### src/core/pstcr_pkg.sv
package pstcr_pkg;

  // Device clock
  localparam int unsigned CLK_PERIOD_NS = 50;

  // Register addresses
  localparam logic [15:0] ADDR_OCP_SETTING = 16'hfe3e;
  localparam logic [15:0] ADDR_TEMP_HYST   = 16'hfe3f;
  localparam logic [15:0] ADDR_LINE_TRIM   = 16'hfe40;
  localparam logic [15:0] ADDR_FB_TRIM     = 16'hfe41;
  localparam logic [15:0] ADDR_CS_TRIM     = 16'hfe42;
  localparam logic [15:0] ADDR_BAL_GAIN    = 16'hfe43;
  localparam logic [15:0] ADDR_LP_THR      = 16'hfe44;

  // Field positions
  localparam int unsigned CURRENT_LIMIT_THRESHOLD_MSB       = 7;
  localparam int unsigned CURRENT_LIMIT_THRESHOLD_LSB       = 5;
  localparam int unsigned CURRENT_LIMIT_THRESHOLD_POL_BIT   = 7;
  localparam int unsigned CS_RANGE_BIT   = 1;
  localparam int unsigned LS_REF_BIT     = 0;
  localparam int unsigned TRIM_SIGN_BIT  = 7;
  localparam int unsigned BAL_EN_BIT     = 7;
  localparam int unsigned LP_THR_MSB     = 12;

  // Writable bits, reserved bits stay zero
  localparam logic [7:0]  OCP_WMASK = 8'he3;
  localparam logic [15:0] LP_WMASK  = 16'h1fff;
  localparam logic [2:0]  OCP_RSVD_ZERO = 3'h0;

  // Reset values
  localparam logic [7:0]  RST_BYTE = 8'h00;
  localparam logic [15:0] RST_WORD = 16'h0000;

  // Data widths
  localparam int unsigned TEMP_W  = 12;
  localparam int unsigned POWER_W = 13;
  localparam int unsigned VOUT_W  = 11;
  localparam int unsigned ERR_W   = 12;
  localparam int unsigned INTEG_W = 24;
  localparam int unsigned CORR_W  = 16;

  // Threshold current per limit code, microamps
  localparam logic [7:0] CURRENT_LIMIT_THRESHOLD_UA [8] = '{8'h14, 8'h28, 8'h3c, 8'h50, 8'h3c, 8'h50, 8'h64, 8'h78};
  localparam logic [7:0] CURRENT_LIMIT_THRESHOLD_POS_MAX_UA = 8'h50;
  localparam logic [7:0] CURRENT_LIMIT_THRESHOLD_NEG_MIN_UA = 8'h3c;

  // Overcurrent debounce times and cycle counts, rounded up
  localparam int unsigned DEB0_NS = 40;
  localparam int unsigned DEB1_NS = 80;
  localparam int unsigned DEB2_NS = 120;
  localparam int unsigned DEB3_NS = 240;
  localparam logic [2:0] DEB0_CYC = 3'((DEB0_NS + CLK_PERIOD_NS - 1) / CLK_PERIOD_NS);
  localparam logic [2:0] DEB1_CYC = 3'((DEB1_NS + CLK_PERIOD_NS - 1) / CLK_PERIOD_NS);
  localparam logic [2:0] DEB2_CYC = 3'((DEB2_NS + CLK_PERIOD_NS - 1) / CLK_PERIOD_NS);
  localparam logic [2:0] DEB3_CYC = 3'((DEB3_NS + CLK_PERIOD_NS - 1) / CLK_PERIOD_NS);

  // Register access request
  typedef struct packed {
    logic        wr;
    logic        rd;
    logic [15:0] addr;
    logic [15:0] wdata;
  } pstcr_req_t;

  // Sign-magnitude trim to two's complement
  function automatic logic signed [7:0] trim_gain(input logic [7:0] r);
    logic signed [7:0] m;
    m = $signed({1'b0, r[6:0]});
    return r[TRIM_SIGN_BIT] ? -m : m;
  endfunction : trim_gain

  function automatic logic [2:0] deb_cycles(input logic [1:0] sel);
    logic [2:0] c;
    unique case (sel)
      2'h0: c = DEB0_CYC;
      2'h1: c = DEB1_CYC;
      2'h2: c = DEB2_CYC;
      2'h3: c = DEB3_CYC;
    endcase
    return c;
  endfunction : deb_cycles

endpackage : pstcr_pkg

### src/core/pstcr_hyst_flag.sv
`timescale 1ns/1ps
`default_nettype none
// Flag set below limit, cleared only above limit plus hysteresis or when enable is low
module pstcr_hyst_flag #(
  parameter int unsigned VW = 12,
  parameter int unsigned HW = 8
) (
  // Clock and reset
  input  wire logic          sysClk,
  input  wire logic          sysRst,
  input  wire logic          sysCe,
  // Comparison
  input  wire logic          enable,
  input  wire logic [VW-1:0] value,
  input  wire logic [VW-1:0] limit,
  input  wire logic [HW-1:0] hyst,
  // Result
  output logic               flag
);

  logic [VW:0] upper;
  logic        next_flag;

  always_comb begin
    upper     = {1'b0, limit} + {{(VW + 1 - HW){1'b0}}, hyst};
    next_flag = flag;
    if (!enable) begin
      next_flag = 1'b0;
    end else if (value < limit) begin
      next_flag = 1'b1;
    end else if ({1'b0, value} > upper) begin
      next_flag = 1'b0;
    end
  end

  always_ff @(posedge sysClk) begin
    if (sysRst) begin
      flag <= 1'b0;
    end else if (sysCe) begin
      flag <= next_flag;
    end
  end

  a_flag_hold: assert property (@(posedge sysClk) disable iff (sysRst)
    flag && enable && sysCe && ({1'b0, value} <= upper) |=> flag)
    else $error("flag cleared inside hysteresis band");

  a_flag_release: assert property (@(posedge sysClk) disable iff (sysRst)
    enable && sysCe && ({1'b0, value} > upper) |=> !flag)
    else $error("flag kept above limit plus hysteresis");

endmodule : pstcr_hyst_flag
`default_nettype wire

### src/core/pstcr_ocp_debounce.sv
`timescale 1ns/1ps
`default_nettype none
// Fast overcurrent debounce and per-cycle PWM shutdown
module pstcr_ocp_debounce (
  // Clock and reset
  input  wire logic       sysClk,
  input  wire logic       sysRst,
  input  wire logic       sysCe,
  // Comparator and timing
  input  wire logic       aboveLimitPin,
  input  wire logic [1:0] debounceSel,
  input  wire logic       cycleStart,
  // Shutdown
  output logic            pwmOff
);

  logic       syncA;
  logic       syncB;
  logic [2:0] runCount;
  logic [2:0] next_runCount;
  logic       next_pwmOff;
  logic [2:0] need;

  always_comb begin
    need          = pstcr_pkg::deb_cycles(debounceSel);
    next_runCount = runCount;
    next_pwmOff   = pwmOff;
    if (cycleStart) begin
      next_runCount = 3'h0;
      next_pwmOff   = 1'b0;
    end else if (syncB) begin
      if (runCount < need) begin
        next_runCount = runCount + 3'h1;
      end
      if (runCount + 3'h1 >= need) begin
        next_pwmOff = 1'b1;
      end
    end else begin
      next_runCount = 3'h0;
    end
  end

  always_ff @(posedge sysClk) begin
    if (sysRst) begin
      syncA    <= 1'b0;
      syncB    <= 1'b0;
      runCount <= 3'h0;
      pwmOff   <= 1'b0;
    end else if (sysCe) begin
      syncA    <= aboveLimitPin;
      syncB    <= syncA;
      runCount <= next_runCount;
      pwmOff   <= next_pwmOff;
    end
  end

  a_trip_cause: assert property (@(posedge sysClk) disable iff (sysRst)
    $rose(pwmOff) |-> $past(syncB) && ($past(runCount) + 3'h1 >= $past(need)))
    else $error("shutdown without full debounce run");

  a_cycle_release: assert property (@(posedge sysClk) disable iff (sysRst)
    cycleStart && sysCe |=> !pwmOff)
    else $error("shutdown held into next switching cycle");

endmodule : pstcr_ocp_debounce
`default_nettype wire

### src/core/pstcr_config_regs.sv
`timescale 1ns/1ps
`default_nettype none
// Function
// - Top limit bit picks sensing polarity: clear positive, set negative.
// - Limit codes map to 20,40,60,80 or 60,80,100,120 microamps.
// - Lowest setting bit picks level-shift reference: one resistor, zero bandgap.
// - Fault flag clears only when temperature exceeds fault limit plus hysteresis.
// - Warning flag clears only when temperature exceeds warning limit plus hysteresis.
// - Gain trim registers ignore writes unless the trim lock is released.
// - Trim top bit is sign: one negative, zero positive adjustment.
// - Line-voltage trim magnitude scales line-voltage sense gain with sign.
// - Feedback trim magnitude scales output-voltage sense gain with sign.
// - Current-sense trim applies to the 500 mV input range.
// - Balance enable runs balancing; disable stops it and resets integrator.
// - Balance gain is seven-bit unsigned, full range 0 to 127.
// - Low power below threshold selects low-line or high-line low-power target.
// - Low-power mode exits only above threshold plus power hysteresis, or when smart output voltage is disabled.
// - Overcurrent trips after debounce time above limit; PWM off rest of cycle.
module pstcr_config_regs (
  // Clock and reset
  input  wire logic                                 sysClk,
  input  wire logic                                 sysRst,
  input  wire logic                                 sysCe,
  // Register access
  input  wire pstcr_pkg::pstcr_req_t                req,
  input  wire logic                                 trimUnlock,
  output logic [15:0]                               rdData,
  output logic                                      rdValid,
  // Overcurrent and sense configuration
  output logic [2:0]                                currentLimitThreshold,
  output logic                                      ocpNegativeSense,
  output logic [7:0]                                ilimMicroamps,
  output logic                                      csRange500,
  output logic                                      levelShiftRefPick,
  input  wire logic                                 csAboveLimitPin,
  input  wire logic [1:0]                           ocpDebounceSel,
  input  wire logic                                 switchCycleStart,
  output logic                                      pwmShutdown,
  // Gain trims
  output logic signed [7:0]                         lineVoltageSenseGain,
  output logic signed [7:0]                         outputVoltageFeedbackGain,
  output logic signed [7:0]                         currentSenseGain,
  // Temperature
  input  wire logic [pstcr_pkg::TEMP_W-1:0]         temperatureSensor,
  input  wire logic [pstcr_pkg::TEMP_W-1:0]         faultLimit,
  input  wire logic [pstcr_pkg::TEMP_W-1:0]         warningLimit,
  output logic                                      overtempFaultFlag,
  output logic                                      overtempWarningFlag,
  // Phase current balance
  input  wire logic signed [pstcr_pkg::ERR_W-1:0]   phaseCurrentError,
  output logic                                      phaseCurrentBalanceOn,
  output logic signed [pstcr_pkg::CORR_W-1:0]       balanceCorrection,
  // Smart output voltage
  input  wire logic                                 smartVoutEnable,
  input  wire logic [pstcr_pkg::POWER_W-1:0]        inputPower,
  input  wire logic [7:0]                           powerHysteresis,
  input  wire logic                                 highLine,
  input  wire logic [pstcr_pkg::VOUT_W-1:0]         lowLineLowPowerVout,
  input  wire logic [pstcr_pkg::VOUT_W-1:0]         highLineLowPowerVout,
  input  wire logic [pstcr_pkg::VOUT_W-1:0]         nominalVout,
  output logic                                      lowPowerMode,
  output logic [pstcr_pkg::VOUT_W-1:0]              voutTarget
);

  // Register file
  logic [7:0]  ocpSetting;
  logic [7:0]  tempHyst;
  logic [7:0]  lineTrim;
  logic [7:0]  fbTrim;
  logic [7:0]  csTrim;
  logic [7:0]  balGain;
  logic [15:0] lowPowerThr;
  logic [7:0]  next_ocpSetting;
  logic [7:0]  next_tempHyst;
  logic [7:0]  next_lineTrim;
  logic [7:0]  next_fbTrim;
  logic [7:0]  next_csTrim;
  logic [7:0]  next_balGain;
  logic [15:0] next_lowPowerThr;
  logic [15:0] next_rdData;
  logic        next_rdValid;
  logic        trimWriteOk;

  always_comb begin
    next_ocpSetting  = ocpSetting;
    next_tempHyst    = tempHyst;
    next_lineTrim    = lineTrim;
    next_fbTrim      = fbTrim;
    next_csTrim      = csTrim;
    next_balGain     = balGain;
    next_lowPowerThr = lowPowerThr;
    trimWriteOk      = req.wr && trimUnlock;
    if (req.wr) begin
      unique case (req.addr)
        pstcr_pkg::ADDR_OCP_SETTING: next_ocpSetting = req.wdata[7:0] & pstcr_pkg::OCP_WMASK;
        pstcr_pkg::ADDR_TEMP_HYST:   next_tempHyst   = req.wdata[7:0];
        pstcr_pkg::ADDR_LINE_TRIM:   next_lineTrim   = trimWriteOk ? req.wdata[7:0] : lineTrim;
        pstcr_pkg::ADDR_FB_TRIM:     next_fbTrim     = trimWriteOk ? req.wdata[7:0] : fbTrim;
        pstcr_pkg::ADDR_CS_TRIM:     next_csTrim     = trimWriteOk ? req.wdata[7:0] : csTrim;
        pstcr_pkg::ADDR_BAL_GAIN:    next_balGain    = req.wdata[7:0];
        pstcr_pkg::ADDR_LP_THR:      next_lowPowerThr = req.wdata & pstcr_pkg::LP_WMASK;
        default: ;
      endcase
    end
  end

  // Read port, unmapped addresses read zero
  always_comb begin
    next_rdValid = req.rd;
    next_rdData  = pstcr_pkg::RST_WORD;
    if (req.rd) begin
      unique case (req.addr)
        pstcr_pkg::ADDR_OCP_SETTING: next_rdData = {8'h00, ocpSetting};
        pstcr_pkg::ADDR_TEMP_HYST:   next_rdData = {8'h00, tempHyst};
        pstcr_pkg::ADDR_LINE_TRIM:   next_rdData = {8'h00, lineTrim};
        pstcr_pkg::ADDR_FB_TRIM:     next_rdData = {8'h00, fbTrim};
        pstcr_pkg::ADDR_CS_TRIM:     next_rdData = {8'h00, csTrim};
        pstcr_pkg::ADDR_BAL_GAIN:    next_rdData = {8'h00, balGain};
        pstcr_pkg::ADDR_LP_THR:      next_rdData = lowPowerThr;
        default:                     next_rdData = pstcr_pkg::RST_WORD;
      endcase
    end
  end

  always_ff @(posedge sysClk) begin
    if (sysRst) begin
      ocpSetting  <= pstcr_pkg::RST_BYTE;
      tempHyst    <= pstcr_pkg::RST_BYTE;
      lineTrim    <= pstcr_pkg::RST_BYTE;
      fbTrim      <= pstcr_pkg::RST_BYTE;
      csTrim      <= pstcr_pkg::RST_BYTE;
      balGain     <= pstcr_pkg::RST_BYTE;
      lowPowerThr <= pstcr_pkg::RST_WORD;
      rdData      <= pstcr_pkg::RST_WORD;
      rdValid     <= 1'b0;
    end else if (sysCe) begin
      ocpSetting  <= next_ocpSetting;
      tempHyst    <= next_tempHyst;
      lineTrim    <= next_lineTrim;
      fbTrim      <= next_fbTrim;
      csTrim      <= next_csTrim;
      balGain     <= next_balGain;
      lowPowerThr <= next_lowPowerThr;
      rdData      <= next_rdData;
      rdValid     <= next_rdValid;
    end
  end

  // Decoded configuration outputs
  logic [2:0]        next_currentLimitThreshold;
  logic              next_ocpNegativeSense;
  logic [7:0]        next_ilimMicroamps;
  logic              next_csRange500;
  logic              next_levelShiftRefPick;
  logic signed [7:0] next_lineGain;
  logic signed [7:0] next_fbGain;
  logic signed [7:0] next_csGain;

  always_comb begin
    next_currentLimitThreshold = ocpSetting[pstcr_pkg::CURRENT_LIMIT_THRESHOLD_MSB:pstcr_pkg::CURRENT_LIMIT_THRESHOLD_LSB];
    next_ocpNegativeSense      = ocpSetting[pstcr_pkg::CURRENT_LIMIT_THRESHOLD_POL_BIT];
    next_ilimMicroamps         = pstcr_pkg::CURRENT_LIMIT_THRESHOLD_UA[next_currentLimitThreshold];
    next_csRange500            = ocpSetting[pstcr_pkg::CS_RANGE_BIT];
    next_levelShiftRefPick     = ocpSetting[pstcr_pkg::LS_REF_BIT];
    next_lineGain              = pstcr_pkg::trim_gain(lineTrim);
    next_fbGain                = pstcr_pkg::trim_gain(fbTrim);
    // Trim only corrects the 500 mV range
    next_csGain                = next_csRange500 ? pstcr_pkg::trim_gain(csTrim) : 8'sh00;
  end

  always_ff @(posedge sysClk) begin
    if (sysRst) begin
      currentLimitThreshold     <= 3'h0;
      ocpNegativeSense          <= 1'b0;
      ilimMicroamps             <= pstcr_pkg::CURRENT_LIMIT_THRESHOLD_UA[0];
      csRange500                <= 1'b0;
      levelShiftRefPick         <= 1'b0;
      lineVoltageSenseGain      <= 8'sh00;
      outputVoltageFeedbackGain <= 8'sh00;
      currentSenseGain          <= 8'sh00;
    end else if (sysCe) begin
      currentLimitThreshold     <= next_currentLimitThreshold;
      ocpNegativeSense          <= next_ocpNegativeSense;
      ilimMicroamps             <= next_ilimMicroamps;
      csRange500                <= next_csRange500;
      levelShiftRefPick         <= next_levelShiftRefPick;
      lineVoltageSenseGain      <= next_lineGain;
      outputVoltageFeedbackGain <= next_fbGain;
      currentSenseGain          <= next_csGain;
    end
  end

  // Overtemperature flags with shared hysteresis
  pstcr_hyst_flag #(.VW(pstcr_pkg::TEMP_W), .HW(8)) u_fault_flag (
    .sysClk (sysClk),
    .sysRst (sysRst),
    .sysCe  (sysCe),
    .enable (1'b1),
    .value  (temperatureSensor),
    .limit  (faultLimit),
    .hyst   (tempHyst),
    .flag   (overtempFaultFlag)
  );

  pstcr_hyst_flag #(.VW(pstcr_pkg::TEMP_W), .HW(8)) u_warn_flag (
    .sysClk (sysClk),
    .sysRst (sysRst),
    .sysCe  (sysCe),
    .enable (1'b1),
    .value  (temperatureSensor),
    .limit  (warningLimit),
    .hyst   (tempHyst),
    .flag   (overtempWarningFlag)
  );

  // Low-power mode of smart output voltage
  pstcr_hyst_flag #(.VW(pstcr_pkg::POWER_W), .HW(8)) u_low_power (
    .sysClk (sysClk),
    .sysRst (sysRst),
    .sysCe  (sysCe),
    .enable (smartVoutEnable),
    .value  (inputPower),
    .limit  (lowPowerThr[pstcr_pkg::LP_THR_MSB:0]),
    .hyst   (powerHysteresis),
    .flag   (lowPowerMode)
  );

  logic [pstcr_pkg::VOUT_W-1:0] next_voutTarget;

  always_comb begin
    next_voutTarget = nominalVout;
    if (lowPowerMode) begin
      next_voutTarget = highLine ? highLineLowPowerVout : lowLineLowPowerVout;
    end
  end

  always_ff @(posedge sysClk) begin
    if (sysRst) begin
      voutTarget <= '0;
    end else if (sysCe) begin
      voutTarget <= next_voutTarget;
    end
  end

  // Phase current balance integrator
  logic                                 balEnable;
  logic signed [pstcr_pkg::ERR_W+7:0]   balProduct;
  logic signed [pstcr_pkg::INTEG_W-1:0] balInteg;
  logic signed [pstcr_pkg::INTEG_W-1:0] next_balInteg;

  always_comb begin
    balEnable     = balGain[pstcr_pkg::BAL_EN_BIT];
    balProduct    = phaseCurrentError * $signed({1'b0, balGain[6:0]});
    next_balInteg = '0;
    if (balEnable) begin
      next_balInteg = balInteg + pstcr_pkg::INTEG_W'(balProduct);
    end
  end

  always_ff @(posedge sysClk) begin
    if (sysRst) begin
      balInteg              <= '0;
      phaseCurrentBalanceOn <= 1'b0;
      balanceCorrection     <= '0;
    end else if (sysCe) begin
      balInteg              <= next_balInteg;
      phaseCurrentBalanceOn <= balEnable;
      balanceCorrection     <= next_balInteg[pstcr_pkg::INTEG_W-1 -: pstcr_pkg::CORR_W];
    end
  end

  // Fast overcurrent shutdown
  pstcr_ocp_debounce u_ocp (
    .sysClk        (sysClk),
    .sysRst        (sysRst),
    .sysCe         (sysCe),
    .aboveLimitPin (csAboveLimitPin),
    .debounceSel   (ocpDebounceSel),
    .cycleStart    (switchCycleStart),
    .pwmOff        (pwmShutdown)
  );

  a_trim_locked: assert property (@(posedge sysClk) disable iff (sysRst)
    sysCe && req.wr && !trimUnlock && (req.addr == pstcr_pkg::ADDR_LINE_TRIM) |=> $stable(lineTrim))
    else $error("locked trim register accepted a write");

  a_trim_unlocked: assert property (@(posedge sysClk) disable iff (sysRst)
    sysCe && req.wr && trimUnlock && (req.addr == pstcr_pkg::ADDR_FB_TRIM) |=> fbTrim == $past(req.wdata[7:0]))
    else $error("unlocked trim register missed a write");

  a_current_limit_threshold_polarity: assert property (@(posedge sysClk) disable iff (sysRst)
    ocpNegativeSense == currentLimitThreshold[2])
    else $error("sense polarity not taken from top limit bit");

  a_current_limit_threshold_range: assert property (@(posedge sysClk) disable iff (sysRst)
    ocpNegativeSense ? (ilimMicroamps >= pstcr_pkg::CURRENT_LIMIT_THRESHOLD_NEG_MIN_UA) : (ilimMicroamps <= pstcr_pkg::CURRENT_LIMIT_THRESHOLD_POS_MAX_UA))
    else $error("threshold current out of range for polarity");

  a_trim_sign: assert property (@(posedge sysClk) disable iff (sysRst)
    sysCe && lineTrim[pstcr_pkg::TRIM_SIGN_BIT] && (lineTrim[6:0] != 7'h00) |=> lineVoltageSenseGain < 0)
    else $error("negative trim sign gave non-negative gain");

  a_cs_range: assert property (@(posedge sysClk) disable iff (sysRst)
    !csRange500 |-> currentSenseGain == 8'sh00)
    else $error("current trim applied outside 500 mV range");

  a_bal_reset: assert property (@(posedge sysClk) disable iff (sysRst)
    sysCe && !balGain[pstcr_pkg::BAL_EN_BIT] |=> balInteg == '0 && balanceCorrection == '0)
    else $error("balance integrator not reset while disabled");

  a_lp_target: assert property (@(posedge sysClk) disable iff (sysRst)
    sysCe && lowPowerMode && highLine |=> voutTarget == $past(highLineLowPowerVout))
    else $error("high line low-power target not selected");

  a_reserved_zero: assert property (@(posedge sysClk) disable iff (sysRst)
    ocpSetting[4:2] == pstcr_pkg::OCP_RSVD_ZERO && lowPowerThr[15:13] == 3'h0)
    else $error("reserved bits hold a written value");

endmodule : pstcr_config_regs
`default_nettype wire

### config.mk
export PLATFORM = sky130hd
export DESIGN_NAME = pstcr_config_regs
export DESIGN_NICKNAME = d
export VERILOG_FILES = /design/src/core/pstcr_pkg.sv /design/src/core/pstcr_hyst_flag.sv /design/src/core/pstcr_ocp_debounce.sv /design/src/core/pstcr_config_regs.sv
export SDC_FILE = /design/constraint.sdc
export NUM_CORES = 1
export LEC_CHECK = 0
export BUFFER_PORTS_ARGS = -buffer_cell sky130_fd_sc_hd__buf_2
export CAP_MARGIN = 30
export CELL_PAD_IN_SITES_DETAIL_PLACEMENT = 1
export CELL_PAD_IN_SITES_GLOBAL_PLACEMENT = 2
export CORE_MARGIN = 5
export CORE_UTILIZATION = 37
export CTS_BUF_LIST = sky130_fd_sc_hd__clkbuf_16
export CTS_CLUSTER_SIZE = 28
export DETAILED_ROUTE_END_ITERATION = 7
export HOLD_SLACK_MARGIN = 0.1
export PLACE_DENSITY_LB_ADDON = 0.1
export SLEW_MARGIN = 10
export SYNTH_ARGS = -nofsm -noshare
export SYNTH_HDL_FRONTEND = slang
export SYNTH_SLANG_ARGS = --single-unit
### constraint.sdc
create_clock -name sysClk -period 8.1 [get_ports sysClk]
set_input_delay 0.81 -clock sysClk [delete_from_list [all_inputs] [get_ports sysClk]]
set_output_delay 0.81 -clock sysClk [all_outputs]
set_load 0.005 [all_outputs]
### Word level (Yosys, flattened, before mapping)

Memories as Yosys holds them, arrays and structs flattened. A register that Yosys moved wholly into a read port is not among the register bits.
Cells that the tools add are included.

* register bits after elaboration: 166
* memory bits (read-only): 64
* input port bits: 146
* memories: 1

Memory list
* (no name shown): depth 8, bits a word 8, read ports 1, clocked after Yosys merged registers in 1, write ports 0, line pstcr_config_regs.sv:162 `next_ilimMicroamps = pstcr_pkg::CURRENT_LIMIT_THRESHOLD_UA[next_currentLimitThreshold];`

* add/subtract/negate cells: 8
* multiply operators: 1
* $lt $le $gt $ge: 8
* eq/ne operators: 12
* multiplexer cells: 23
* bitwise gates (word level): 1
* reduce and logical (&&, ||, !) cells: 18

Operators by type and width (number)
* $eq 16x16->1 const B: 7
* $pmux 13 s7: 1
* $mux 8: 4
* $add 12x8->13: 2
* $gt 12x13->1: 2
* $add 24x20->24: 1
* $lt 12x12->1: 2
* $mux 24: 1
* $neg 7->8: 3
* $mux 11: 2
* $mul 12x8->20: 1
* $reduce_and 3->1: 5
* $add 13x8->14: 1
* $gt 13x14->1: 1
* $lt 13x13->1: 1
* $mux 13: 1
* $pmux 3 s4: 1
* $reduce_and 4->1: 3
* $mux 1: 10
* $mux 3: 3
* $reduce_and 2->1: 4
* $reduce_bool 2->1: 4
* $eq 2x2->1 const B: 2
* $not 3->4: 1
* other kinds (8): 8

### Logic depth before layout (Yosys ltp)

Gate-level depths: netlist (run 1).

* depth after elaboration: 6
* gate-level depth with buffers: 18
* gate-level depth less buffers: 17

### Hierarchy

A second synthesis (run 1) with hierarchy kept.

* cell total of the unflattened synthesis: 1679
* area, all modules: 14301.2 µm²

Modules (own cells, without submodules)
* pstcr_config_regs: instances 1, cells an instance 1228, area an instance 10712.8 µm², sequential area each 2842.7 µm²
* pstcr_hyst_flag at u_low_power: instances 1, cells an instance 133, area an instance 1086.0 µm², sequential area each 20.0 µm²
* pstcr_hyst_flag at u_warn_flag: instances 1, cells an instance 134, area an instance 1026.0 µm², sequential area each 20.0 µm²
* pstcr_hyst_flag at u_fault_flag: instances 1, cells an instance 134, area an instance 1017.2 µm², sequential area each 20.0 µm²
* pstcr_ocp_debounce: instances 1, cells an instance 50, area an instance 459.2 µm², sequential area each 120.1 µm²

### Worst setup path after synthesis (run 1)

OpenSTA, ideal clock, no wires.

* path kind: input to register
* start point: in phaseCurrentError[11] in the netlist's numbering
* end point: reg balanceCorrection[9] in the netlist's numbering
* arrival time: 5.101 ns
* data required time: 7.983 ns
* setup slack: 2.882 ns
* stages: 16
* path through: and2_1 -> inv_1 -> fa_1 -> inv_1 -> fa_1 -> fa_1 -> inv_1 -> fa_1 -> inv_1 -> ha_1 -> and3_1 -> a221oi_1 -> o21ba_2 -> a21boi_0 -> or3_1 -> a32o_1

* longest elaborated chain between the ends: 3

Ends and longest elaborated chain
* from (decl): line pstcr_config_regs.sv:50 `input wire logic signed [pstcr_pkg::ERR_W-1:0] phaseCurrentError,`
* $mul 12x8->20: line pstcr_config_regs.sv:253 `balProduct = phaseCurrentError * $signed({1'b0, balGain[6:0]});`
* $add 24x20->24: line pstcr_config_regs.sv:256 `next_balInteg = balInteg + pstcr_pkg::INTEG_W'(balProduct);`
* $mux 24: line pstcr_config_regs.sv:255 `if (balEnable) begin`
* to (signal assigned): line pstcr_config_regs.sv:268 `balanceCorrection <= next_balInteg[pstcr_pkg::INTEG_W-1 -: pstcr_pkg::CORR_W];`
* to (decl): line pstcr_config_regs.sv:52 `output logic signed [pstcr_pkg::CORR_W-1:0] balanceCorrection,`

No other way between the ends.
A chain may end at the register's enable or synchronous reset.

### Worst setup path after layout (run 1)

* start point: reg balGain[0]
* end point: reg balanceCorrection[13] in the netlist's numbering

* longest elaborated chain between the ends: 3

Ends and longest elaborated chain
* from (decl): line pstcr_config_regs.sv:71 `logic [7:0] balGain;`
* from (signal assigned): line pstcr_config_regs.sv:132 `balGain <= pstcr_pkg::RST_BYTE;`
* from (signal assigned): line pstcr_config_regs.sv:142 `balGain <= next_balGain;`
* $mul 12x8->20: line pstcr_config_regs.sv:253
* $add 24x20->24: line pstcr_config_regs.sv:256
* $mux 24: line pstcr_config_regs.sv:255

No other way between the ends.

==> results of run 1 <==
[where the power goes]
part	internal, mW	leakage, nW	switching (mW)
sequential	0.753	1.22	0.00563
combinational	0.0947	6.16	0.136
clock	0.462	0.278	0.367
total	1.31	7.66	0.510
[per-layer routing]
layer | vias to the layer above | wire (um) | GRT usage
li1 | 6022 | - | -
met5 | - | 7 | 0
met2 | 231 | 20570 | 0.3508
met1 | 6064 | 21490 | 0.3015
met3 | 23 | 2090 | 0.03578
met4 | 2 | 296 | 0.02990
[worst reg2reg max path: cells and delay by family (launching register included)]
kind                       cells  cell delay (ps)
DFF                            1              770
adders and majority gates      5             2380
and+or+nand+nor                3             1530
buffers and inverters          4              300
AOI/OAI and AO/OA              4              780
[kinds of logic (layout without fill, tap and decap cells)]
family                     count (synthesis)  in the layout  share of synthesized area
AOI/OAI and AO/OA                        330            330                     0.1569
xor gates and xnor gates                  63             63                    0.03895
adders and majority gates                264            264                     0.2888
buffers and inverters                    314            496                    0.08947
DFF                                      151            151                     0.2134
muxes                                     56             56                    0.03957
other                                      1              7                  0.0002647
and+or+nand+nor                          506            506                     0.1727
[layout make-up]
cell class              instances  area (um^2)
diodes                          1        2.502
repair buffers                234         1230
flip-flops and latches        151         3023
clock inverters                15        166.4
fillers                      4593        21500
clock buffers                  17        425.4
inverters                     230        863.3
multi-input cells            1225         9902
well taps                     511        639.4
[layout by cell type (no fill, tap or decap), drive strengths merged, types with 7 or more instances in the layout]
cell type / instances
ha: 159
nor2b: 21
xor2: 27
a21oi: 91
nand2b: 13
o21ai: 44
xnor2: 36
fa: 105
nor3: 24
buf: 234
nor4: 7
nand2: 147
dfxtp: 151
nand4: 17
and2: 65
inv: 237
a222oi: 10
a41oi: 9
o21a: 19
mux2i: 56
nand3: 28
a31oi: 11
a22oi: 22
clkbuf: 17
o31ai: 11
a21boi: 9
o211ai: 8
nor2: 150
a21o: 22
a211oi: 30
[synth_stat cells, types with 17 or more instances]
master	n
nor3_1	24
a21o_1	22
inv_1	229
mux2i_1	56
nand2_1	147
o21a_1	19
nor2b_1	21
nor2_1	150
ha_1	159
fa_1	105
dfxtp_1	151
clkbuf_1	54
nand3_1	28
o21ai_0	44
xnor2_1	36
xor2_1	27
a21oi_1	91
a22oi_1	22
buf_4	23
a211oi_1	30
and2_1	64
nand4_1	17
[state kept, by name, indices dropped and copies added, names as in the netlist, 8 cells and up]
signal / count
lowPowerThr: 13
lineVoltageSenseGain: 8
balGain: 8
balInteg: 8
rdData: 13
voutTarget: 11
tempHyst: 8
fbTrim: 8
outputVoltageFeedbackGain: 8
lineTrim: 8
balanceCorrection: 16
currentSenseGain: 8
csTrim: 8
[worst min path at each step]
stage | from | end | slack, ps
floorplan | balInteg[6]$_SDFFE_PP0P_ | balInteg[6]$_SDFFE_PP0P_ | 440
global placement | rdData[4]$_SDFFE_PP0P_ | rdData[4]$_SDFFE_PP0P_ | 430
detailed placement | rdData[4]$_SDFFE_PP0P_ | rdData[4]$_SDFFE_PP0P_ | 440
CTS | rdData[4]$_SDFFE_PP0P_ | rdData[4]$_SDFFE_PP0P_ | 460
global route | rdData[4]$_SDFFE_PP0P_ | rdData[4]$_SDFFE_PP0P_ | 490
finish | rdData[4]$_SDFFE_PP0P_ | rdData[4]$_SDFFE_PP0P_ | 460
==> flow_summary_export.csv, run 1 <==
group,metric,value,unit
outcome,status,"finished, final reports clean",
worst_setup_path,r2r_cells,16,
clock_tree,clk_pin_slew,70,ps
worst_setup_path,crit_path_top_delay_cell,"dfxtp_1",
floorplan,row_count,71,
logic_synthesis,yosysWarnings,0,
flow_run,maxCapViolCount,0,
worst_setup_path,critPathRequiredTime,8450,ps
global_routing,grt_pass1_vias,12690,
logic_synthesis,synthTopCellsByArea,"dfxtp_1 21%, fa_1 15%, ha_1 14%",
timing,timing.fmax,0.1716,GHz
timing,skew,8.010,ps
routing,firstDrtPassIters,7,
logic_synthesis,synth.distinct_cells,66,
routing,vias_per_cell,5.177,
global_routing,grt_usage,0.2131,
clock_tree,cts-resized-gates,0,
global_routing,grt_start_max_net_pins,81,
timing,fin_tns_setup,0,ps
clock_tree,clock_tree.buffer_depth,2,
placement,gp_congestion,0.8474,
global_routing,antenna_found_initial,2,
logic_synthesis,synth_seq_area_share,0.2134,
timing,hold_viol,0,
finish,postLayoutCellArea,0.01625,mm^2
logic_synthesis,syn_area_per_cell,8.407,um^2
worst_setup_path,cp_top_family,"adder cells",
routing,drc,0,
global_routing,grt-ovfl-total,0,
worst_setup_path,cp-start-kind,"register",
clock_tree,cts_buffers,17,
worst_setup_path,ff2ff_setup_slack,2270,ps
power,power.leakage,7.660,nW
global_routing,grt_pass1_wl,71300,um
routing,drtIter0Drc,542,
logic_synthesis,synth_edf_count,0,
logic_synthesis,synth_cells,1685,
worst_setup_path,r2r_start,"balGain[0]$_SDFFE_PP0P_",
clock_tree,postCtsSetupRepairBufs,0,
clock_tree,clk_latency,430,ps
power,power,1.819,mW
floorplan,io_pins,233,
floorplan,dieArea,0.04230,mm^2
worst_setup_path,worstReg2RegEnd,"balanceCorrection[13]$_SDFFE_PP0P_",
finish,fin_util,0.4305,
logic_synthesis,netlist.top_cell.by_area,"dfxtp_1",
timing,rsz0062_at_grt,"no",
finish,finalNetCount,2269,
worst_setup_path,slowest_delay,770,ps
timing,tightest_slew,1044,ps
placement,dpl-instance-area,0.01564,mm^2
placement,dp_cells,2350,
worst_hold_path,hp-class,"register to register",
worst_setup_path,arrival,6180,ps
finish,drive_above_1_share,0.1480,
placement,io_buffers,223,
timing,period_share,0.7193,
worst_setup_path,end_kind,"register",
timing,maxSlewViolCount,0,
clock_tree,cts_max_level,4,
clock_tree,cts_tree,"built",
routing,routed_wl,44450,um
power,ir_worst_vdd,0.0001370,V
worst_setup_path,crit_fanout,14,
timing,hold_ws,462.7,ps
timing,period_needed,5826,ps
logic_synthesis,ys_ff_latch,151,
clock_tree,cts-hold-fix-buffers,0,
routing,route.vias.total,12340,
timing,post-route-worst-setup-slack,2274,ps
worst_setup_path,startpoint,"balGain[0]$_SDFFE_PP0P_",
floorplan,die_h,205.7,um
worst_setup_path,critPathBufInv,4,
power,powerDensity,111.9,mW/mm^2
placement,post-place-ws,2113,ps
worst_hold_path,holdPathStages,1,
logic_synthesis,synth.top_cell.area_share,0.2134,
floorplan,start_util,0.3752,
worst_setup_path,setup.worst_path.end,"balanceCorrection[13]$_SDFFE_PP0P_",
timing,setup_viol,0,
finish,finalNonFillerCells,2384,
logic_synthesis,synth_top_flop_cell,"dfxtp_1",
placement,hpwl,35810,um
worst_setup_path,path_depth,16,
logic_synthesis,netlist_area,0.01417,mm^2
clock_tree,root_buffer,"clkbuf_16",
worst_setup_path,crit_type,"register to register",
worst_setup_path,crit_chain,"and2_1 -> inv_1 -> fa_1 -> inv_1 -> fa_1 -> fa_1 -> inv_1 -> fa_1 -> inv_1 -> ha_1 -> and3_1 -> a221oi_1 -> o21ba_2 -> a31oi_1 -> or4_1 -> o211ai_1",
timing,slew-limit-headroom,0.2942,
routing,routedWlPerCell,18.65,um
floorplan,core_area,0.03776,mm^2
floorplan,die_w,205.7,um
logic_synthesis,synthArstFlopShare,0,
routing,antenna_left,0,
finish,synthToLayoutAreaGrowth,14.72,%
clock_tree,clock_sinks,151,
No activity file was read; power rests on OpenSTA's default activity.
==> run 2: changes to the inputs <==
- CORE_UTILIZATION: 37 -> 31
- clock period: 8.1 -> 5.3 ns (I/O delays scaled with it)
==> flow_summary_export.csv, run 2 (synthesis gave the netlist of run 1 again) <==
group,metric,value,unit
outcome,status,"finished, final reports clean",
worst_setup_path,worstReg2RegEnd,"balanceCorrection[9]$_SDFFE_PP0P_",
clock_tree,cts-hold-fix-buffers,0,
routing,route.vias.total,12240,
clock_tree,cts_buffers,17,
timing,hold_ws,279.8,ps
timing,timing.fmax,0.1989,GHz
power,power.leakage,7.746,nW
routing,vias_per_cell,4.913,
global_routing,grt_pass1_vias,13000,
clock_tree,clock_tree.buffer_depth,2,
timing,hold_viol,0,
power,switchingPower,785.5,uW
clock_tree,postCtsSetupRepairBufs,0,
clock_tree,cts_tree,"built",
finish,top_register,"balanceCorrection",
floorplan,die_w,223.8,um
timing,setup_viol,0,
floorplan,io_pins,233,
power,p_seq_frac,0.431,
global_routing,grt-ovfl-total,0,
timing,fin_tns_setup,0,ps
worst_setup_path,r2r_cells,15,
timing,slew-limit-headroom,0.3969,
finish,postLayoutCellArea,0.01646,mm^2
timing,skew,20.06,ps
routing,firstDrtPassIters,6,
power,swShare,0.2920,
placement,gp_congestion,0.8660,
placement,dpl-instance-area,0.01589,mm^2
power,powerDensity,163.4,mW/mm^2
routing,routedWlPerCell,18.53,um
global_routing,grt_usage,0.1847,
timing,tightest_slew,897.2,ps
routing,routed_wl,46180,um
clock_tree,clock_sinks,151,
routing,antenna_left,0,
worst_setup_path,end_kind,"register",
routing,drtIter0Drc,468,
clock_tree,cts-resized-gates,0,
floorplan,die_h,223.8,um
finish,nFillCells,5464,
finish,drive_above_1_share,0.1565,
finish,largest_register_ffs,16,
clock_tree,cts_max_level,4,
flow_run,maxCapViolCount,0,
worst_setup_path,crit_type,"register to register",
global_routing,grt_pass1_wl,73690,um
finish,reg_top3,"balanceCorrection (16), lowPowerThr (13), rdData (13)",
worst_setup_path,critPathRequiredTime,5640,ps
worst_hold_path,hold_end,"u_ocp.pwmOff$_SDFFE_PP0P_",
clock_tree,clk_latency,450,ps
timing,period_needed,5028,ps
worst_setup_path,ff2ff_setup_slack,270,ps
finish,fin_util,0.3635,
timing,period_share,0.9487,
power,combPwrFrac,0.132,
timing,maxSlewViolCount,0,
worst_setup_path,arrival,5360,ps
floorplan,core_area,0.04528,mm^2
finish,finalNetCount,2288,
clock_tree,clk_pin_slew,70,ps
global_routing,grt_start_max_net_pins,55,
worst_hold_path,min-delay-start,"switchCycleStart",
placement,io_buffers,223,
global_routing,antenna_found_initial,0,
finish,synthToLayoutAreaGrowth,16.18,%
routing,drc,0,
worst_setup_path,r2r_start,"balGain[4]$_SDFFE_PP0P_",
placement,hpwl,38030,um
worst_hold_path,hp-class,"input pin to register",
clock_tree,root_buffer,"clkbuf_16",
worst_setup_path,crit_fanout,8,
finish,layout_common_cells,"229 x inv_1, 223 x buf_2, 159 x ha_1, 151 x dfxtp_1, 149 x nor2_1",
power,ir_worst_vdd,0.0001817,V
timing,rsz0062_at_grt,"no",
floorplan,start_util,0.3128,
finish,final_common_cell,"inv_1",
power,clockPowerShare,0.437,
worst_hold_path,holdPathStages,2,
worst_setup_path,cp-start-kind,"register",
floorplan,dieArea,0.05007,mm^2
power,p_int,1.904,mW
floorplan,row_count,78,
## run 2: cell types whose count changed in the layout (fill, tap and decap cells not counted)
cell | previous run | this run
clkbuf_2 | 0 | 2
buf_4 | 8 | 25
clkinvlp_4 | 4 | 2
clkinv_2 | 0 | 2
inv_6 | 4 | 3
bufinv_16 | 2 | 0
buf_8 | 1 | 0
clkinv_4 | 0 | 3
buf_12 | 0 | 1
## run 2: per-layer routing
layer  GRT usage  wire length [um]
met1      0.2619             23240
met2      0.3041             21150
met3     0.02791              1402
met4     0.03083               393
met5           0                 0
## run 2: critical path, cell delays in order, from the launching register on
cell and delay [ps]:
dfxtp_1 620, buf_4 230, and2_1 160, fa_1 410, fa_1 480, fa_1 560
inv_1 70, fa_1 560, inv_1 50, ha_1 360, a21o_1 200, a221oi_1 280
o21ba_2 250, a21boi_0 120, or3_1 330, a32o_1 250
## run 2: area by class of cell
type | instances | area (um^2) | area share
clock buffers | 17 | 425.4 | 0.02585
repair buffers | 253 | 1373 | 0.08340
well taps | 600 | 750.7 | 0.04561
flip-flops and latches | 151 | 3023 | 0.1837
clock inverters | 15 | 118.9 | 0.007222
diodes | 1 | 2.502 | 0.0001520
multi-input cells | 1225 | 9902 | 0.6016
inverters | 230 | 863.3 | 0.05246
## run 2: power by group through the flow
stage | sequential, mW | combinational (mW) | clock (mW)
2_1_floorplan | 1.19 | 0.191 | 0
3_3_place_gp | 1.19 | 0.348 | 0
3_5_place_dp | 1.19 | 0.361 | 0
4_1_cts | 1.16 | 0.363 | 1.21
5_1_grt | 1.16 | 0.402 | 1.26
6_report | 1.16 | 0.356 | 1.17
## run 2: stage by stage
stage,setup slack [ps],cells,power [mW]
2_1_floorplan,361.5,1690,1.377
3_3_place_gp,167.1,2453,1.535
3_5_place_dp,161.7,2456,1.546
4_1_cts,214.1,2488,2.736
5_1_grt,2.769,2491,2.819
6_report,271.8,2492,2.690
## run 2: worst max path at each step
stage	startpoint	to	slack, ps	depth (start not counted)
after floorplan	phaseCurrentError[11]	balanceCorrection[9]$_SDFFE_PP0P_	360	16
after global placement	phaseCurrentError[11]	balanceCorrection[13]$_SDFFE_PP0P_	170	17
after detailed placement	phaseCurrentError[11]	balanceCorrection[9]$_SDFFE_PP0P_	160	17
after CTS	balGain[4]$_SDFFE_PP0P_	balanceCorrection[9]$_SDFFE_PP0P_	210	15
after global routing	balGain[4]$_SDFFE_PP0P_	balanceCorrection[10]$_SDFFE_PP0P_	3	15
final	balGain[4]$_SDFFE_PP0P_	balanceCorrection[9]$_SDFFE_PP0P_	270	15
==> run 3: changes to the inputs <==
- CORE_UTILIZATION: 31 -> 32
- PLACE_DENSITY: default -> 0.77
- PLACE_DENSITY_LB_ADDON: 0.1 -> default
- SKIP_CTS_REPAIR_TIMING: default -> 1
- SYNTH_HIERARCHICAL: default -> 1
==> flow_summary_export.csv, run 3 <==
group,metric,value,unit
logic_synthesis,syn_area_per_cell,8.518,um^2
logic_synthesis,ys_top_cells_by_count,"241 x inv_1, 159 x ha_1, 151 x dfxtp_1, 149 x nor2_1, 136 x nand2_1",
worst_setup_path,cp-start-kind,"register",
timing,maxSlewViolCount,0,
worst_hold_path,hp-class,"input pin to register",
logic_synthesis,synthArstFlopShare,0,
logic_synthesis,synth.top_cell.area_share,0.2114,
placement,gp_congestion,0.8370,
worst_setup_path,crit_fanout,10,
timing,period_share,0.9447,
logic_synthesis,synthTopCellsByArea,"dfxtp_1 21%, fa_1 15%, ha_1 14%",
timing,rsz0062_at_grt,"no",
floorplan,core_area,0.04422,mm^2
floorplan,die_h,221.4,um
worst_setup_path,worstReg2RegEnd,"balanceCorrection[11]$_SDFFE_PP0P_",
logic_synthesis,synth_cells,1679,
worst_setup_path,r2r_start,"balGain[3]$_SDFFE_PP0P_",
finish,drive_above_1_share,0.1624,
power,clockPowerShare,0.435,
power,ir_worst_vdd,0.0001923,V
finish,largest_register_ffs,16,
power,power.leakage,7.849,nW
routing,firstDrtPassIters,6,
worst_setup_path,ff2ff_setup_slack,290,ps
routing,drtIter0Drc,471,
timing,setup_viol,0,
timing,timing.fmax,0.1997,GHz
clock_tree,cts_buffers,17,
power,swShare,0.2800,
logic_synthesis,synth_seq_area_share,0.2114,
placement,hpwl,37780,um
logic_synthesis,synth.most_common_cell,"inv_1",
routing,routed_wl,46240,um
timing,slew-limit-headroom,0.4382,
logic_synthesis,yosysWarnings,6,
placement,io_buffers,223,
placement,dpl-instance-area,0.01593,mm^2
outcome,status,"finished, final reports clean",
routing,vias_per_cell,4.963,
floorplan,io_pins,233,
timing,hold_viol,0,
routing,drc,0,
power,powerDensity,162.3,mW/mm^2
clock_tree,clock_sinks,151,
power,p_int,1.926,mW
finish,final_common_cell,"inv_1",
global_routing,grt_pass1_vias,13230,
finish,synthToLayoutAreaGrowth,15.27,%
routing,antenna_left,0,
global_routing,grt_start_max_net_pins,55,
floorplan,die_w,221.4,um
worst_setup_path,startpoint,"balGain[3]$_SDFFE_PP0P_",
flow_run,maxCapViolCount,0,
clock_tree,clk_latency,460,ps
logic_synthesis,synth.distinct_cells,82,
global_routing,antenna_found_initial,3,
floorplan,start_util,0.3234,
routing,route.vias.total,12270,
power,p_seq_frac,0.433,
logic_synthesis,ys_ff_latch,151,
routing,routedWlPerCell,18.70,um
worst_setup_path,arrival,5320,ps
worst_setup_path,r2r_cells,15,
finish,layout_common_cells,"241 x inv_1, 222 x buf_2, 159 x ha_1, 149 x nor2_1, 148 x dfxtp_1",
clock_tree,clk_pin_slew,70,ps
finish,top_register,"balanceCorrection",
logic_synthesis,synth_edf_count,0,
clock_tree,cts_max_level,4,
logic_synthesis,synth_top_flop_cell,"dfxtp_1",
finish,reg_top3,"balanceCorrection (16), lowPowerThr (13), rdData (13)",
global_routing,grt_usage,0.1878,
floorplan,dieArea,0.04902,mm^2
finish,finalNetCount,2277,
timing,tightest_slew,838.1,ps
power,switchingPower,748.9,uW
timing,fin_tns_setup,0,ps
finish,postLayoutCellArea,0.01648,mm^2
worst_setup_path,critPathRequiredTime,5620,ps
global_routing,grt-ovfl-total,0,
clock_tree,root_buffer,"clkbuf_16",
floorplan,row_count,77,
logic_synthesis,netlist_area,0.01430,mm^2
global_routing,grt_pass1_wl,73700,um
clock_tree,clock_tree.buffer_depth,2,
worst_setup_path,crit_type,"register to register",
clock_tree,cts_tree,"built",
power,combPwrFrac,0.132,
timing,period_needed,5007,ps
worst_setup_path,setup.worst_path.end,"balanceCorrection[11]$_SDFFE_PP0P_",
timing,skew,11.54,ps
worst_setup_path,end_kind,"register",
logic_synthesis,netlist.top_cell.by_area,"dfxtp_1",
run 3: cell count changes after synthesis, moves of 8 or more:
cell      change
a21oi_1      +17
o21a_1       -13
inv_1        +12
nand2_1      -11
a222oi_1     -10
nand3_1       +9
a22o_1        +8
clkbuf_1      -8
mux2i_1       +8
mux4_2        +8
run 3: power by group through the flow:
stage / sequential [mW] / combinational, mW / clock, mW
floorplan: 1.18 / 0.188 / 0
global placement: 1.18 / 0.341 / 0
detailed placement: 1.18 / 0.355 / 0
CTS: 1.16 / 0.356 / 1.21
global route: 1.16 / 0.397 / 1.25
finish: 1.16 / 0.354 / 1.16
run 3: worst max-delay path, stage by stage (launching register included):
cell	delay (ps)
dfxtp_1	660
and2_1	240
fa_1	440
fa_1	480
fa_1	550
inv_1	50
fa_1	520
inv_1	40
ha_1	390
a21oi_1	300
o21bai_1	110
a221o_1	340
o211ai_1	350
a21boi_0	180
xnor2_1	140
o21ai_0	80
run 3: kinds of logic (layout without fill, tap and decap cells):
| logic type | after synthesis | in the layout | share of synthesized area |
|---|---|---|---|
| AND/OR/NAND/NOR | 493 | 493 | 0.1673 |
| other | 2 | 12 | 0.0005251 |
| AO/OA/AOI/OAI | 308 | 308 | 0.1457 |
| adder cells (fa/ha/maj) | 264 | 264 | 0.2861 |
| XOR/XNOR | 65 | 65 | 0.03981 |
| flip-flops | 151 | 151 | 0.2114 |
| buffers and inverters | 324 | 515 | 0.09186 |
| multiplexers | 72 | 72 | 0.05739 |
run 3: area by class of cell:
cell class                      count  area, um^2
Clock buffer                       17       425.4
Clock inverter                     13       108.9
Timing Repair Buffer              243        1269
Fill cell                        5294       27740
Inverter                          242       908.4
Sequential cell                   151        3027
Multi-Input combinational cell   1212       10000
Tap cell                          592       740.7
Antenna cell                        2       5.005
run 3: how the worst min path moves through the flow:
stage               slack [ps]                      from                   endpoint  cells past startpoint
CTS                        260          switchCycleStart  u_ocp/pwmOff$_SDFFE_PP0P_                      2
global route               300          switchCycleStart  u_ocp/pwmOff$_SDFFE_PP0P_                      2
floorplan                  440  balInteg[5]$_SDFFE_PP0P_   balInteg[5]$_SDFFE_PP0P_                      2
finish                     300          switchCycleStart  u_ocp/pwmOff$_SDFFE_PP0P_                      2
global placement           450   rdData[11]$_SDFFE_PP0P_    rdData[11]$_SDFFE_PP0P_                      2
detailed placement         450   rdData[12]$_SDFFE_PP0P_    rdData[12]$_SDFFE_PP0P_                      2
run 3: metal layers:
layer | vias up | GRT usage | share of wire
li1 | 5977 | - | -
met4 | 2 | 0.05282 | 0.019
met2 | 216 | 0.3218 | 0.49
met1 | 6024 | 0.2393 | 0.45
met5 | - | 0 | 0.00015
met3 | 49 | 0.04108 | 0.040
run 3: through the flow:
stage / hold WS, ps / instances / power (mW) / setup WS (ps) / util
after floorplan: 441.1 / 1687 / 1.371 / 341.7 / -
after global placement: 449.4 / 2438 / 1.524 / 226.8 / 0.3602
after detailed placement: 451.4 / 2439 / 1.538 / 167.4 / 0.3603
after CTS: 260.5 / 2469 / 2.723 / 171.0 / 0.3724
after global routing: 295.9 / 2471 / 2.802 / 19.29 / 0.3727
final: 297.8 / 2472 / 2.675 / 292.8 / 0.3728
